===== config.mk =====
export PLATFORM = sky130hd
export DESIGN_NAME = thread_gateway_close_forward
export DESIGN_NICKNAME = d
export VERILOG_FILES = /design/src/shared/gw_pkg.sv /design/src/shared/gw_mem_if.sv /design/src/rtl/gw_entry_mem.sv /design/src/rtl/gw_segment_pack.sv /design/src/rtl/thread_gateway_close_forward.sv
export VERILOG_INCLUDE_DIRS = /design/src /design/src/shared
export SDC_FILE = /design/constraint.sdc
export NUM_CORES = 2
export LEC_CHECK = 0
export ABC_AREA = 1
export BUFFER_PORTS_ARGS = -buffer_cell sky130_fd_sc_hd__buf_2
export CORE_UTILIZATION = 50
export DETAILED_ROUTE_END_ITERATION = 10
export PLACE_DENSITY = 0.69
export SYNTH_ARGS = -nofsm -noshare
export SYNTH_HDL_FRONTEND = slang
export SYNTH_HIERARCHICAL = 1
export SYNTH_SLANG_ARGS = --single-unit
export TNS_END_PERCENT = 30

===== constraint.sdc =====
create_clock -name I_CLK -period 16.2 [get_ports I_CLK]
set_clock_uncertainty 0.1 [all_clocks]
set_input_delay 3.24 -clock I_CLK [delete_from_list [all_inputs] [get_ports I_CLK]]
set_output_delay 3.24 -clock I_CLK [all_outputs]
set_load 0.02 [all_outputs]

===== src/shared/gw_defines.svh =====
// Offsets, field positions, codes and reset values of the thread gateway.
`ifndef GW_DEFINES_SVH
`define GW_DEFINES_SVH

// ****************************************************************
// Message opcodes presented on the message port
// ****************************************************************
`define GW_OP_OPEN 4'h0
`define GW_OP_CLOSE 4'h1
`define GW_OP_FORWARD 4'h2

// ****************************************************************
// Payload field positions
// ****************************************************************
`define GW_DW4_LO 128
`define GW_DW5_LO 160
`define GW_OFS_REG_HI 28
`define GW_OFS_REG_LO 21
`define GW_OFS_SUB_HI 20
`define GW_OFS_SUB_LO 16
`define GW_LEN_HI 10
`define GW_LEN_LO 8
`define GW_UNIT_HI 27
`define GW_UNIT_LO 24
`define GW_THREAD_HI 18
`define GW_THREAD_LO 16

// ****************************************************************
// Segment length codes and writeback error codes
// ****************************************************************
`define GW_LEN_BYTE 3'h0
`define GW_LEN_WORD 3'h1
`define GW_LEN_DW1 3'h2
`define GW_LEN_DW2 3'h3
`define GW_LEN_DW4 3'h4
`define GW_ERR_OK 3'h0
`define GW_ERR_OPCODE 3'h5

// ****************************************************************
// Register byte offsets and reset values
// ****************************************************************
`define GW_REG_CTRL 5'h00
`define GW_REG_SFID 5'h04
`define GW_REG_WAKE 5'h08
`define GW_REG_STATUS 5'h0C
`define GW_REG_MSGCNT 5'h10
`define GW_REG_DROPCNT 5'h14
`define GW_CTRL_RST 32'h0000_0001
`define GW_SFID_RST 4'h0
`define GW_WAKE_RST 8'h01

`endif


===== src/shared/gw_pkg.sv =====
// Types shared by the thread gateway modules.
package gw_pkg;
  typedef enum logic [1:0] {ST_IDLE, ST_EXEC, ST_DONE} state_type;
  typedef struct packed {
    logic [7:0] base;
    logic [7:0] count;
  } entry_type;
endpackage


===== src/shared/gw_mem_if.sv =====
// Port bundle between the gateway control and its channel entry table.
`timescale 1ns/1ps
`default_nettype none
interface gw_mem_if #(parameter int IDX_W = 7);
  logic rd_en;
  logic [IDX_W-1:0] rd_idx;
  logic rd_open;
  gw_pkg::entry_type rd_entry;
  logic wr_en;
  logic [IDX_W-1:0] wr_idx;
  logic wr_open;
  gw_pkg::entry_type wr_entry;
  modport owner(output rd_en, rd_idx, wr_en, wr_idx, wr_open, wr_entry,
                input rd_open, rd_entry);
  modport mem(input rd_en, rd_idx, wr_en, wr_idx, wr_open, wr_entry,
              output rd_open, rd_entry);
endinterface
`default_nettype wire


===== src/rtl/gw_entry_mem.sv =====
// Channel entry table: one open flag, base and notify count per thread.
`timescale 1ns/1ps
`default_nettype none
module gw_entry_mem #(
  parameter int IDX_W = 7
) (
  input wire logic i_clk,
  input wire logic i_arst_n,
  gw_mem_if.mem port
);
  localparam int DEPTH = 1 << IDX_W;

  // Open flags need a reset value; the payload array does not.
  logic [DEPTH-1:0] open_r;
  logic [DEPTH-1:0] open_nxt;
  gw_pkg::entry_type data_r [DEPTH];
  gw_pkg::entry_type rd_entry_r;
  logic rd_open_r;

  // Next open vector: a write replaces the addressed flag.
  always_comb begin
    open_nxt = open_r;
    if (port.wr_en) begin
      open_nxt[port.wr_idx] = port.wr_open;
    end
  end

  always_ff @(posedge i_clk or negedge i_arst_n) begin
    if (!i_arst_n) begin
      open_r <= '0;
      rd_open_r <= 1'b0;
    end else begin
      open_r <= open_nxt;
      if (port.rd_en) begin
        rd_open_r <= open_r[port.rd_idx];
      end
    end
  end

  // Payload array and its registered read port.
  always_ff @(posedge i_clk) begin
    if (port.wr_en) begin
      data_r[port.wr_idx] <= port.wr_entry;
    end
    if (port.rd_en) begin
      rd_entry_r <= data_r[port.rd_idx];
    end
  end

  assign port.rd_open = rd_open_r;
  assign port.rd_entry = rd_entry_r;
endmodule // gw_entry_mem
`default_nettype wire


===== src/rtl/gw_segment_pack.sv =====
// Places a forwarded data segment at its byte position within a register.
`timescale 1ns/1ps
`default_nettype none
`include "gw_defines.svh"
module gw_segment_pack (
  input wire logic i_clk,
  input wire logic i_arst_n,
  input wire logic i_start,
  input wire logic [2:0] i_len,
  input wire logic [4:0] i_sub,
  input wire logic [127:0] i_seg,
  output logic o_we,
  output logic [31:0] o_be,
  output logic [255:0] o_data
);
  logic we_r;
  logic we_nxt;
  logic [31:0] be_r;
  logic [31:0] be_nxt;
  logic [255:0] data_r;
  logic [255:0] data_nxt;

  // Byte lanes covered by a segment of the given length code.
  function automatic logic [31:0] len_mask(input logic [2:0] len);
    case (len)
      `GW_LEN_BYTE: len_mask = 32'h0000_0001;
      `GW_LEN_WORD: len_mask = 32'h0000_0003;
      `GW_LEN_DW1: len_mask = 32'h0000_000F;
      `GW_LEN_DW2: len_mask = 32'h0000_00FF;
      `GW_LEN_DW4: len_mask = 32'h0000_FFFF;
      default: len_mask = 32'h0000_0000;
    endcase
  endfunction

  // Shift mask and data to the sub-register offset; the sender keeps the
  // offset aligned, so a misaligned offset only shifts lanes, never wraps.
  always_comb begin
    we_nxt = i_start;
    be_nxt = be_r;
    data_nxt = data_r;
    if (i_start) begin
      be_nxt = len_mask(i_len) << i_sub;
      data_nxt = {128'h0, i_seg} << {i_sub, 3'b000};
    end
  end

  always_ff @(posedge i_clk or negedge i_arst_n) begin
    if (!i_arst_n) begin
      we_r <= 1'b0;
      be_r <= '0;
      data_r <= '0;
    end else begin
      we_r <= we_nxt;
      be_r <= be_nxt;
      data_r <= data_nxt;
    end
  end

  assign o_we = we_r;
  assign o_be = be_r;
  assign o_data = data_r;
endmodule // gw_segment_pack
`default_nettype wire


===== src/rtl/thread_gateway_close_forward.sv =====
// Thread gateway: channel close, data forwarding, writeback and notify.
`timescale 1ns/1ps
`default_nettype none
`include "gw_defines.svh"

module thread_gateway_close_forward (
  input wire logic I_CLK,
  input wire logic I_ARST_N,
  input wire logic [4:0] I_AVS_ADDRESS,
  input wire logic I_AVS_READ,
  input wire logic I_AVS_WRITE,
  input wire logic [31:0] I_AVS_WRITEDATA,
  input wire logic [3:0] I_AVS_BYTEENABLE,
  output logic [31:0] O_AVS_READDATA,
  output logic O_AVS_WAITREQUEST,
  input wire logic I_MSG_VALID,
  output logic O_MSG_READY,
  input wire logic [3:0] I_MSG_OPCODE,
  input wire logic [3:0] I_MSG_UNIT,
  input wire logic [2:0] I_MSG_THREAD,
  input wire logic I_MSG_ACK_REQ,
  input wire logic I_MSG_NOTIFY,
  input wire logic [255:0] I_MSG_PAYLOAD,
  output logic O_WB_VALID,
  output logic [3:0] O_WB_UNIT,
  output logic [2:0] O_WB_THREAD,
  output logic [31:0] O_WB_DWORD,
  output logic O_RF_WE,
  output logic [3:0] O_RF_UNIT,
  output logic [2:0] O_RF_THREAD,
  output logic [7:0] O_RF_REG,
  output logic [31:0] O_RF_BYTE_EN,
  output logic [255:0] O_RF_DATA,
  output logic O_NOTIFY_VALID,
  output logic O_WAKE_VALID,
  output logic [3:0] O_NOTE_UNIT,
  output logic [2:0] O_NOTE_THREAD
);

  // ****************************************************************
  // Declarations
  // ****************************************************************
  gw_pkg::state_type state_r, state_nxt;
  logic [3:0] op_r, op_nxt;
  logic [6:0] req_r, req_nxt;
  logic [6:0] rcp_r, rcp_nxt;
  logic ack_r, ack_nxt;
  logic notify_r, notify_nxt;
  logic [31:0] dw5_r, dw5_nxt;
  logic [127:0] seg_r, seg_nxt;
  logic wb_valid_r, wb_valid_nxt;
  logic [6:0] wb_idx_r, wb_idx_nxt;
  logic [31:0] wb_dword_r, wb_dword_nxt;
  logic [6:0] rf_idx_r, rf_idx_nxt;
  logic [7:0] rf_reg_r, rf_reg_nxt;
  logic note_r, note_nxt;
  logic wake_r, wake_nxt;
  logic [2:0] last_err_r, last_err_nxt;
  logic pack_start;
  logic [7:0] cnt_inc;
  logic msg_inc;
  logic drop_inc;
  logic [31:0] ctrl_r, ctrl_nxt;
  logic [3:0] sfid_r, sfid_nxt;
  logic [7:0] wake_thr_r, wake_thr_nxt;
  logic [31:0] msg_cnt_r, msg_cnt_nxt;
  logic [31:0] drop_cnt_r, drop_cnt_nxt;
  logic [31:0] rdata_r, rdata_nxt;
  logic [31:0] merged;
  logic bus_ack_r, bus_ack_nxt;
  logic bus_req;
  logic bus_wr;
  logic [31:0] status;
  logic [2:0] len;
  logic len_ok;

  gw_mem_if #(.IDX_W(7)) mem_port ();

  // Byte-lane merge of a bus write into a register.
  function automatic logic [31:0] merge(input logic [31:0] old_v,
                                        input logic [31:0] new_v,
                                        input logic [3:0] be);
    for (int i = 0; i < 4; i++) begin
      merge[i*8 +: 8] = be[i] ? new_v[i*8 +: 8] : old_v[i*8 +: 8];
    end
  endfunction

  // ****************************************************************
  // Message sequencer
  // ****************************************************************

  // Entry lookup starts at accept, so its read data land in execute.
  assign O_MSG_READY = (state_r == gw_pkg::ST_IDLE) && ctrl_r[0];
  assign len = dw5_r[`GW_LEN_HI:`GW_LEN_LO];
  assign len_ok = (len <= `GW_LEN_DW4);
  assign cnt_inc = mem_port.rd_entry.count + 8'h01;
  assign mem_port.rd_en = I_MSG_VALID && O_MSG_READY;
  // Close names only the requester; forward names the recipient.
  assign mem_port.rd_idx = (I_MSG_OPCODE == `GW_OP_FORWARD) ?
    {I_MSG_PAYLOAD[`GW_DW4_LO+`GW_UNIT_HI:`GW_DW4_LO+`GW_UNIT_LO],
     I_MSG_PAYLOAD[`GW_DW4_LO+`GW_THREAD_HI:`GW_DW4_LO+`GW_THREAD_LO]} :
    {I_MSG_UNIT, I_MSG_THREAD};

  // Next state of the sequencer, entry updates and outgoing pulses.
  always_comb begin
    state_nxt = state_r;
    op_nxt = op_r;
    req_nxt = req_r;
    rcp_nxt = rcp_r;
    ack_nxt = ack_r;
    notify_nxt = notify_r;
    dw5_nxt = dw5_r;
    seg_nxt = seg_r;
    wb_valid_nxt = 1'b0;
    wb_idx_nxt = wb_idx_r;
    wb_dword_nxt = wb_dword_r;
    rf_idx_nxt = rf_idx_r;
    rf_reg_nxt = rf_reg_r;
    note_nxt = 1'b0;
    wake_nxt = 1'b0;
    last_err_nxt = last_err_r;
    pack_start = 1'b0;
    msg_inc = 1'b0;
    drop_inc = 1'b0;
    mem_port.wr_en = 1'b0;
    mem_port.wr_idx = req_r;
    mem_port.wr_open = 1'b0;
    mem_port.wr_entry = '0;
    case (state_r)
      gw_pkg::ST_IDLE: begin
        if (I_MSG_VALID && O_MSG_READY) begin
          op_nxt = I_MSG_OPCODE;
          req_nxt = {I_MSG_UNIT, I_MSG_THREAD};
          rcp_nxt = mem_port.rd_idx;
          ack_nxt = I_MSG_ACK_REQ;
          notify_nxt = I_MSG_NOTIFY;
          // Dispatch id and other ignored dwords are never looked at.
          dw5_nxt = I_MSG_PAYLOAD[`GW_DW5_LO +: 32];
          seg_nxt = I_MSG_PAYLOAD[127:0];
          msg_inc = 1'b1;
          state_nxt = gw_pkg::ST_EXEC;
        end
      end
      gw_pkg::ST_EXEC: begin
        state_nxt = gw_pkg::ST_DONE;
        wb_idx_nxt = req_r;
        wb_dword_nxt = {12'h000, sfid_r, 13'h0000, `GW_ERR_OK};
        last_err_nxt = `GW_ERR_OK;
        if (op_r == `GW_OP_OPEN) begin
          mem_port.wr_en = 1'b1;
          mem_port.wr_open = 1'b1;
          mem_port.wr_entry.base = dw5_r[`GW_OFS_REG_HI:`GW_OFS_REG_LO];
          wb_valid_nxt = ack_r;
        end else if (op_r == `GW_OP_CLOSE) begin
          mem_port.wr_en = 1'b1;
          mem_port.wr_open = 1'b0;
          wb_valid_nxt = ack_r;
        end else if (op_r == `GW_OP_FORWARD) begin
          mem_port.wr_idx = rcp_r;
          mem_port.wr_open = 1'b1;
          mem_port.wr_entry = mem_port.rd_entry;
          // A closed channel or reserved length is refused and counted.
          if (mem_port.rd_open && len_ok) begin
            pack_start = 1'b1;
            rf_idx_nxt = rcp_r;
            rf_reg_nxt = mem_port.rd_entry.base +
                         dw5_r[`GW_OFS_REG_HI:`GW_OFS_REG_LO];
            wb_valid_nxt = ack_r;
            if (notify_r) begin
              mem_port.wr_en = 1'b1;
              note_nxt = 1'b1;
              mem_port.wr_entry.count = cnt_inc;
              // The notify that reaches the threshold wakes the thread.
              if (cnt_inc >= wake_thr_r) begin
                wake_nxt = 1'b1;
                mem_port.wr_entry.count = 8'h00;
              end
            end
          end else begin
            drop_inc = 1'b1;
          end
        end else begin
          wb_dword_nxt[2:0] = `GW_ERR_OPCODE;
          last_err_nxt = `GW_ERR_OPCODE;
          wb_valid_nxt = ack_r;
        end
      end
      gw_pkg::ST_DONE: begin
        state_nxt = gw_pkg::ST_IDLE;
      end
      default: begin
        state_nxt = gw_pkg::ST_IDLE;
      end
    endcase
  end

  always_ff @(posedge I_CLK or negedge I_ARST_N) begin
    if (!I_ARST_N) begin
      state_r <= gw_pkg::ST_IDLE;
      op_r <= 4'h0;
      req_r <= 7'h00;
      rcp_r <= 7'h00;
      ack_r <= 1'b0;
      notify_r <= 1'b0;
      dw5_r <= 32'h0000_0000;
      seg_r <= '0;
      wb_valid_r <= 1'b0;
      wb_idx_r <= 7'h00;
      wb_dword_r <= 32'h0000_0000;
      rf_idx_r <= 7'h00;
      rf_reg_r <= 8'h00;
      note_r <= 1'b0;
      wake_r <= 1'b0;
      last_err_r <= `GW_ERR_OK;
    end else begin
      state_r <= state_nxt;
      op_r <= op_nxt;
      req_r <= req_nxt;
      rcp_r <= rcp_nxt;
      ack_r <= ack_nxt;
      notify_r <= notify_nxt;
      dw5_r <= dw5_nxt;
      seg_r <= seg_nxt;
      wb_valid_r <= wb_valid_nxt;
      wb_idx_r <= wb_idx_nxt;
      wb_dword_r <= wb_dword_nxt;
      rf_idx_r <= rf_idx_nxt;
      rf_reg_r <= rf_reg_nxt;
      note_r <= note_nxt;
      wake_r <= wake_nxt;
      last_err_r <= last_err_nxt;
    end
  end

  // ****************************************************************
  // Submodules
  // ****************************************************************
  gw_entry_mem #(.IDX_W(7)) u_mem (
    .i_clk(I_CLK),
    .i_arst_n(I_ARST_N),
    .port(mem_port.mem)
  );

  gw_segment_pack u_pack (
    .i_clk(I_CLK),
    .i_arst_n(I_ARST_N),
    .i_start(pack_start),
    .i_len(len),
    .i_sub(dw5_r[`GW_OFS_SUB_HI:`GW_OFS_SUB_LO]),
    .i_seg(seg_r),
    .o_we(O_RF_WE),
    .o_be(O_RF_BYTE_EN),
    .o_data(O_RF_DATA)
  );

  // ****************************************************************
  // Register bus slave
  // ****************************************************************

  // Every access waits exactly one cycle, giving read data a register.
  assign bus_req = I_AVS_READ || I_AVS_WRITE;
  assign bus_wr = I_AVS_WRITE && bus_ack_r;
  assign O_AVS_WAITREQUEST = bus_req && !bus_ack_r;
  assign status = {25'h000_0000, last_err_r, 3'h0,
                   state_r != gw_pkg::ST_IDLE};

  // Register updates; a counter event in the cycle of its clear survives.
  always_comb begin
    bus_ack_nxt = bus_req && !bus_ack_r;
    ctrl_nxt = ctrl_r;
    sfid_nxt = sfid_r;
    wake_thr_nxt = wake_thr_r;
    msg_cnt_nxt = msg_cnt_r + {31'h0000_0000, msg_inc};
    drop_cnt_nxt = drop_cnt_r + {31'h0000_0000, drop_inc};
    rdata_nxt = rdata_r;
    merged = 32'h0000_0000;
    if (bus_wr) begin
      if (I_AVS_ADDRESS == `GW_REG_CTRL) begin
        merged = merge(ctrl_r, I_AVS_WRITEDATA, I_AVS_BYTEENABLE);
        ctrl_nxt = {31'h0000_0000, merged[0]};
      end else if (I_AVS_ADDRESS == `GW_REG_SFID) begin
        merged = merge({28'h000_0000, sfid_r}, I_AVS_WRITEDATA,
                       I_AVS_BYTEENABLE);
        sfid_nxt = merged[3:0];
      end else if (I_AVS_ADDRESS == `GW_REG_WAKE) begin
        merged = merge({24'h00_0000, wake_thr_r}, I_AVS_WRITEDATA,
                       I_AVS_BYTEENABLE);
        wake_thr_nxt = merged[7:0];
      end else if (I_AVS_ADDRESS == `GW_REG_MSGCNT) begin
        msg_cnt_nxt = {31'h0000_0000, msg_inc};
      end else if (I_AVS_ADDRESS == `GW_REG_DROPCNT) begin
        drop_cnt_nxt = {31'h0000_0000, drop_inc};
      end
    end
    if (I_AVS_READ && !bus_ack_r) begin
      if (I_AVS_ADDRESS == `GW_REG_CTRL) begin
        rdata_nxt = ctrl_r;
      end else if (I_AVS_ADDRESS == `GW_REG_SFID) begin
        rdata_nxt = {28'h000_0000, sfid_r};
      end else if (I_AVS_ADDRESS == `GW_REG_WAKE) begin
        rdata_nxt = {24'h00_0000, wake_thr_r};
      end else if (I_AVS_ADDRESS == `GW_REG_STATUS) begin
        rdata_nxt = status;
      end else if (I_AVS_ADDRESS == `GW_REG_MSGCNT) begin
        rdata_nxt = msg_cnt_r;
      end else if (I_AVS_ADDRESS == `GW_REG_DROPCNT) begin
        rdata_nxt = drop_cnt_r;
      end else begin
        rdata_nxt = 32'h0000_0000;
      end
    end
  end

  always_ff @(posedge I_CLK or negedge I_ARST_N) begin
    if (!I_ARST_N) begin
      bus_ack_r <= 1'b0;
      ctrl_r <= `GW_CTRL_RST;
      sfid_r <= `GW_SFID_RST;
      wake_thr_r <= `GW_WAKE_RST;
      msg_cnt_r <= 32'h0000_0000;
      drop_cnt_r <= 32'h0000_0000;
      rdata_r <= 32'h0000_0000;
    end else begin
      bus_ack_r <= bus_ack_nxt;
      ctrl_r <= ctrl_nxt;
      sfid_r <= sfid_nxt;
      wake_thr_r <= wake_thr_nxt;
      msg_cnt_r <= msg_cnt_nxt;
      drop_cnt_r <= drop_cnt_nxt;
      rdata_r <= rdata_nxt;
    end
  end

  // ****************************************************************
  // Outputs
  // ****************************************************************
  assign O_AVS_READDATA = rdata_r;
  assign O_WB_VALID = wb_valid_r;
  assign O_WB_UNIT = wb_idx_r[6:3];
  assign O_WB_THREAD = wb_idx_r[2:0];
  assign O_WB_DWORD = wb_dword_r;
  assign O_RF_UNIT = rf_idx_r[6:3];
  assign O_RF_THREAD = rf_idx_r[2:0];
  assign O_RF_REG = rf_reg_r;
  assign O_NOTIFY_VALID = note_r;
  assign O_WAKE_VALID = wake_r;
  assign O_NOTE_UNIT = rf_idx_r[6:3];
  assign O_NOTE_THREAD = rf_idx_r[2:0];
endmodule // thread_gateway_close_forward
`default_nettype wire


# [After elaboration in Yosys (flattened, before gate mapping)]
# Memories as Yosys holds them, arrays and structs flattened. A register that Yosys moved wholly into a read port is not among the register bits.
# Cells that the tools add are included.
[classes] n_addsub=4 magnitude_cmp=5 n_eq_ne=14 n_shift=2 mux=81 bitwise=4 n_reduce_logical=19
[op_table] operator="$mux W32" n=18
[op_table] operator="$shl A128 B8 Y256" n=1
[op_table] operator="$bwmux W128" n=1
[op_table] operator="$pmux W16 S5" n=1
[op_table] operator="$add A32 B1 Y32" n=2
[op_table] operator="$mux W16" n=3
[op_table] operator="$mux W1" n=41
[op_table] operator="$mux W8" n=5
[op_table] operator="$mux W7" n=5
[op_table] operator="$shl A32 B5 Y32" n=1
[op_table] operator="$lt A7 B8 Y1 const B" n=2
[op_table] operator="$eq A5 B4 Y1 const B" n=2
[op_table] operator="$eq A5 B5 Y1 const B" n=2
[op_table] operator="$reduce_and A5 Y1" n=2
[op_table] operator="$mux W3" n=3
[op_table] operator="$add A8 B1 Y8 const B" n=1
[op_table] operator="$add A8 B8 Y8" n=1
[op_table] operator="$eq A4 B2 Y1 const B" n=2
[op_table] operator="$ge A8 B8 Y1" n=1
[op_table] operator="$bmux W1 S7" n=1
[op_table] operator="$demux W1 S7" n=1
[op_table] operator="$ge A7 B1 Y1 const B" n=1
[op_table] operator="$logic_and A1 B1 Y1" n=7
[op_table] operator="$eq A3 B2 Y1 const B" n=2
[op_table] operator="other kinds (20)" n=23
[word_totals] regBits=742 ram_bits=2048 input_bits=315 out_inout_bits=387 elab_cells=158 n_memories=1
[memory_table] memory="u_mem.data_r" words=128 word_bits=16 read_ports=1 rd_ports_with_merged_regs=1 write_ports=1 line="gw_entry_mem.sv:16" rtl="gw_pkg::entry_type data_r [DEPTH];"

# [Longest topological paths before layout]
[logic_depth] ltp_word=14 mapped_depth=20 ltp_nobuf=16

# [Hierarchy]
# Netlist, hierarchy kept.
[by_module_without_submodules] mod="gw_entry_mem" instances=1 cells_each=7028 area_each_um2=87411.3 seq_area_each_um2=65207.5
[by_module_without_submodules] mod="gw_segment_pack" instances=1 cells_each=2721 area_each_um2=18278.8 seq_area_each_um2=7231.9
[by_module_without_submodules] mod="thread_gateway_close_forward" instances=1 cells_each=1934 area_each_um2=14863.0 seq_area_each_um2=7659.8

# [Worst setup path before layout]
# No wires, ideal clock.
[synth_path] path_type="reg-to-reg" startpoint="reg op_r[3]" endpoint="mem u_mem/data_r[0][9] in the netlist's numbering (data pin)" setup_ns=1.197 arrival_time_ns=6.055 required_time_ns=14.903 path_slack_ns=8.847 stages_incl_launch_ff=7 n_path_buf=1 period_less_slack_ns=7.353 cell_sequence="dfrtp_1 -> nor2_1 -> nand2_1 -> nor2_4 -> nand2_4 -> clkbuf_1 -> o21ai_0"
[synth_lines] item="start: declaration" line="thread_gateway_close_forward.sv:44" rtl="logic [3:0] op_r, op_nxt;"
[synth_lines] item="start signal: assignment" line="thread_gateway_close_forward.sv:217" rtl="op_r <= op_nxt;"
[synth_lines] item="end: declaration" line="gw_entry_mem.sv:16"

# [Worst setup path after layout]
[layout_path] startpoint="in I_MSG_OPCODE[3]" endpoint="reg, netlist name u_mem/port.rd_entry[5]"
[layout_via] elab_chain_len=2
[layout_lines] item="start: declaration" line="thread_gateway_close_forward.sv:18" rtl="input wire logic [3:0] I_MSG_OPCODE,"
[layout_lines] item="$eq A4 B2 Y1 (no source line)"
[layout_lines] item="$mux W7" line="thread_gateway_close_forward.sv:99" rtl="assign mem_port.rd_idx = (I_MSG_OPCODE == `GW_OP_FORWARD) ?"
[layout_lines] item="named net mem_port.rd_idx[0]" line="gw_mem_if.sv:6" rtl="logic [IDX_W-1:0] rd_idx;"
# The timed path passes the listed nets, and every way through them passes these cells.
# A chain may end at the register's enable or synchronous reset.

==> metrics.md <==
| Metric | Value |
|---|---|
| Post-Route Hold Slack | 361 ps |
| Number of nets in the final layout | 12400 |
| H-tree depth | 5 |
| Flip-flop and latch count after synthesis | 2788 |
| Setup TNS | 0 ps |
| Number of unique standard cell types used by synthesis | 59 |
| Fraction of power spent switching nets | 0.335 |
| Number of remaining DRC errors | 0 |
| Count of flip-flops with a built-in enable after synthesis | around 2100 |
| Top delay family on crit path | buffers and inverters |
| Total power after layout | 20.0 mW |
| Setup bufs post-CTS | 0 |
| Pwr/cell area | 147 nW/µm² |
| Final setup vio count | 0 |
| Worst Hold Class | reg2reg |
| Number of clock sinks | 2788 |
| Cell area after synthesis | approximately 120000 µm² |
| Fraction of the yosys area taken by sequential cells | 0.664 |
| Worst-Skew Late Latency | between 900 and 1000 ps |
| Cell Count Post-Placement | 14900 |
| Leading post-synthesis cells by cell area | edfxtp_1 51%, dfrtp_1 15%, nand2_1 8.0%, o21ai_0 4.8%, nor2_1 4.7% |
| Post-placement worst setup slack | around 6000 ps |
| Post-CTS Hold Buffers | 0 |
| Violated checks | capacitance limit, slew limit |
| Setup Crit Path Kind | in2reg |
| Max-cap check violation count | 1 |
| Number of vias after detailed routing | 94200 |
| Switching power total | ~6.7 mW |
| Final std cells w/o fill | roughly 15000 |
| Area of the core region | 239000 µm² |
| DIE AREA | ~240000 µm² |
| Worst rel slew slack | -0.00104 |
| Initial antenna violation count | 37 |
| Fraction of synthesis flops using an asynchronous set or reset pin | 0.260 |
| RSZ-0062 raised after global routing | false |
| Number of global-route vias before repair | approximately 86000 |
| Reg clk slew, reported paths | 60 ps |
| Crit. End Element | flip-flop |
| Total number of placement rows | 179 |
| Filler cell count | approximately 20000 |
| All-layer global routing usage | 0.334 |
| Top-area cell type share of the netlist area | 0.514 |
| Portion of total power attributed to sequential cells | 0.437 |
| Leak pwr | 53.1 nW |
| Height of the die | roughly 490 µm |
| Status | finished, violations left |
| Share of power burned in the clock network | 0.342 |
| Placed Area | between 100000 and 150000 µm² |
| Half-perimeter wire length after detailed placement | 259000 µm |
| Post-route cell area | ~140000 µm² |
| P_int | 13.3 mW |
| PostCTS Resize Cnt | 0 |
| Synth-to-Final Area Change | 12.5% |
| Number of nets still failing antenna checks after routing | 0 |
| Length of the first detailed-routing pass in iterations | 6 |
| Initial detailed-routing violation count | 13200 |
| Max-slew violation total from the final report | 1 |
| Detailed-route vias per instance | 6.10 |
| Port buffer count | between 500 and 600 |
| Most used cell, CP | nand3_1 |
| Achievable Freq | 105 MHz |
| Highest ir drop seen on vdd | 0.0983 mV |
| Final cycle utilization of the critical path | 0.586 |
| Delay of the slowest cell on the worst path | 890 ps |
| Inserted Clock Buffers | 306 |
| Effective utilization at floorplan | 0.505 |
| Fraction of layout cells with a size suffix above 1 | 0.111 |
| TritonCTS clock tree | yes |
| Root Driver | clkbuf_16 |
| Ports placed on the boundary | 702 |
| Leftover overflow at the end of global routing | 0 |
| DRT Wirelength | 416000 µm |
| Post-layout util | 0.568 |
| Dominant synthesized flop cell | edfxtp_1 |
| Post-synthesis average cell area | 10.3 µm² |
| Min cycle time layout | 9500 ps |
| Cells along the critical path | buf_2 -> inv_1 -> nand4_1 -> a21oi_4 -> buf_4 -> buf_4 -> buf_4 -> buf_12 -> o21ai_0 -> o22ai_1 -> nand2_1 -> nand3_1 -> nand3_1 -> nand3_1 -> nand3_1 -> nand2_1 |
| Combinational group share of total power | 0.221 |
| Slowest stage cell on the critical path | buf_4 |
| Pin count of the biggest net entering global routing | 234 |
| Average detailed-routed wire length per instance | roughly 27 µm |
| Top fanout value on the critical path | 233 |
| Weighted congestion reported at the end of routability-driven placement | about 1.0 |
| Buffers from clock root to sink, at most | 4 |
| X dimension of the die | 493 µm |
| Library cell occupying the most area in the post-synthesis netlist | edfxtp_1 |
| Arrival time of the worst setup path | 10200 ps |
| Transition time at the pin with the least slew margin | 1460 ps |
| Yosys synthesis warning count | 6 |
| Number of failing hold endpoints at the final stage | 0 |
| Endpoint required time on the critical path | roughly 17000 ps |
| Worst Path Buf+Inv | 6 |
| Kind of launch point of the worst setup path | primary input |
| Slack of the critical path | 6700 ps |
| Cell count after synthesis | 11700 |
| First-pass GRT wire length | 595000 µm |
## worst reg2reg max path: cells and delay by family, from the launching register on
kind,cells,cell delay (ps)
simple gates,4,1960
buf+inv,3,1250
compound gates,3,1170
flops,1,550
## cells in the final DEF (no fill, tap or decap), drive strengths merged, types with 2 or more instances in the layout
cell and instances:
o21a 5, o211ai 52, nand4 28, a32o 4
edfxtp 2064, xnor2 3, nor4 2, inv 317
and2 40, clkinvlp 18, ha 20, nor2 1532
nand3 1102, mux2i 11, a22oi 30, o21ai 1383
nand2 2574, a31oi 8, dfrtp 722, o31ai 5
diode 24, dfstp 2, clkbuf 411, conb 26
xor2 12, a21oi 342, or2 56, nor3 34
a22o 9, a21boi 4, o22ai 506, a21o 2
o21bai 4, buf 805, clkinv 88, bufinv 20
## path summary, 6_finish.rpt
kind / slack (ps) / startpoint / cells past startpoint / end
max: 6700 / I_MSG_OPCODE[3] / 16 / u_mem/port.rd_entry[5]
min: 360 / bus_ack_r / 1 / bus_ack_r
max reg2reg: 11140 / dw5_r[9] / 10 / u_pack/o_data[196]
min reg2reg: 360 / bus_ack_r / 1 / bus_ack_r
max in group asynchronous: 10760 / I_ARST_N / 4 / u_pack/o_data[61]
min in group asynchronous: 2220 / I_ARST_N / 1 / O_AVS_READDATA[9]
## sequential cells by signal, indices dropped and copies added (netlist names), 7 cells and up
| name | count |
|---|---|
| seg_r | 128 |
| u_mem/open_r | 128 |
| u_mem/port.rd_entry | 16 |
| req_r | 7 |
| wake_thr_r | 8 |
| wb_idx_r | 7 |
| rf_idx_r | 7 |
| O_AVS_READDATA | 32 |
| dw5_r | 16 |
| O_RF_REG | 8 |
| msg_cnt_r | 32 |
| drop_cnt_r | 32 |
| rcp_r | 7 |
| u_pack/o_be | 32 |
| u_mem/data_r | 2048 |
| u_pack/o_data | 256 |
## power groups by stage
| stage | Combinational, mW | Clock [mW] | Sequential [mW] |
|---|---|---|---|
| 2_1_floorplan | 2.38 | 0 | 8.87 |
| 4_1_cts | 4.27 | 6.88 | 8.70 |
| 6_report | 4.42 | 6.83 | 8.73 |
| 5_1_grt | 4.68 | 7.14 | 8.74 |
| 3_5_place_dp | 4.25 | 0 | 8.84 |
| 3_3_place_gp | 4.21 | 0 | 8.82 |
## Yosys cell counts, types with 206 or more instances
| library cell | instances |
|---|---|
| nand2_1 | 2568 |
| edfxtp_1 | 2064 |
| nor2_1 | 1516 |
| o21ai_0 | 1166 |
| nand3_1 | 1100 |
| dfrtp_1 | 722 |
| o22ai_1 | 506 |
| clkbuf_1 | 365 |
| a21oi_1 | 342 |
| inv_1 | 293 |
| buf_2 | 211 |
| o21ai_1 | 206 |
## logic make-up (layout without fill, tap and decap cells)
family	count (synthesis)	count (layout)	share of synthesized area
buffers and inverters	1121	1659	0.0423
AND/OR/NAND/NOR	5369	5369	0.183
AO/OA/AOI/OAI	2356	2356	0.106
flip-flops	2788	2788	0.664
XOR/XNOR	15	15	0.00109
other	1	50	0.0000311
multiplexers	12	12	0.00101
adder cells (fa/ha/maj)	21	21	0.00224
## per-layer routing
layer / global-route usage / routed length, µm
met5: 0 / 146
met4: 0.176 / 24000
met1: 0.457 / 161000
met3: 0.0901 / 49900
met2: 0.487 / 182000
## layout make-up
type                            count  area, µm²  share of cell area
Multi-Input combinational cell   7799      35700               0.263
Sequential cell                  2788      80100               0.591
Clock inverter                    127       1220             0.00902
Clock buffer                      411       8510              0.0627
Inverter                          316       1250             0.00925
Timing Repair Buffer              805       4820              0.0355
Antenna cell                       24       60.1            0.000443
Tap cell                         3167       3960              0.0292
Note: power is estimated with default switching activity, not from simulation.
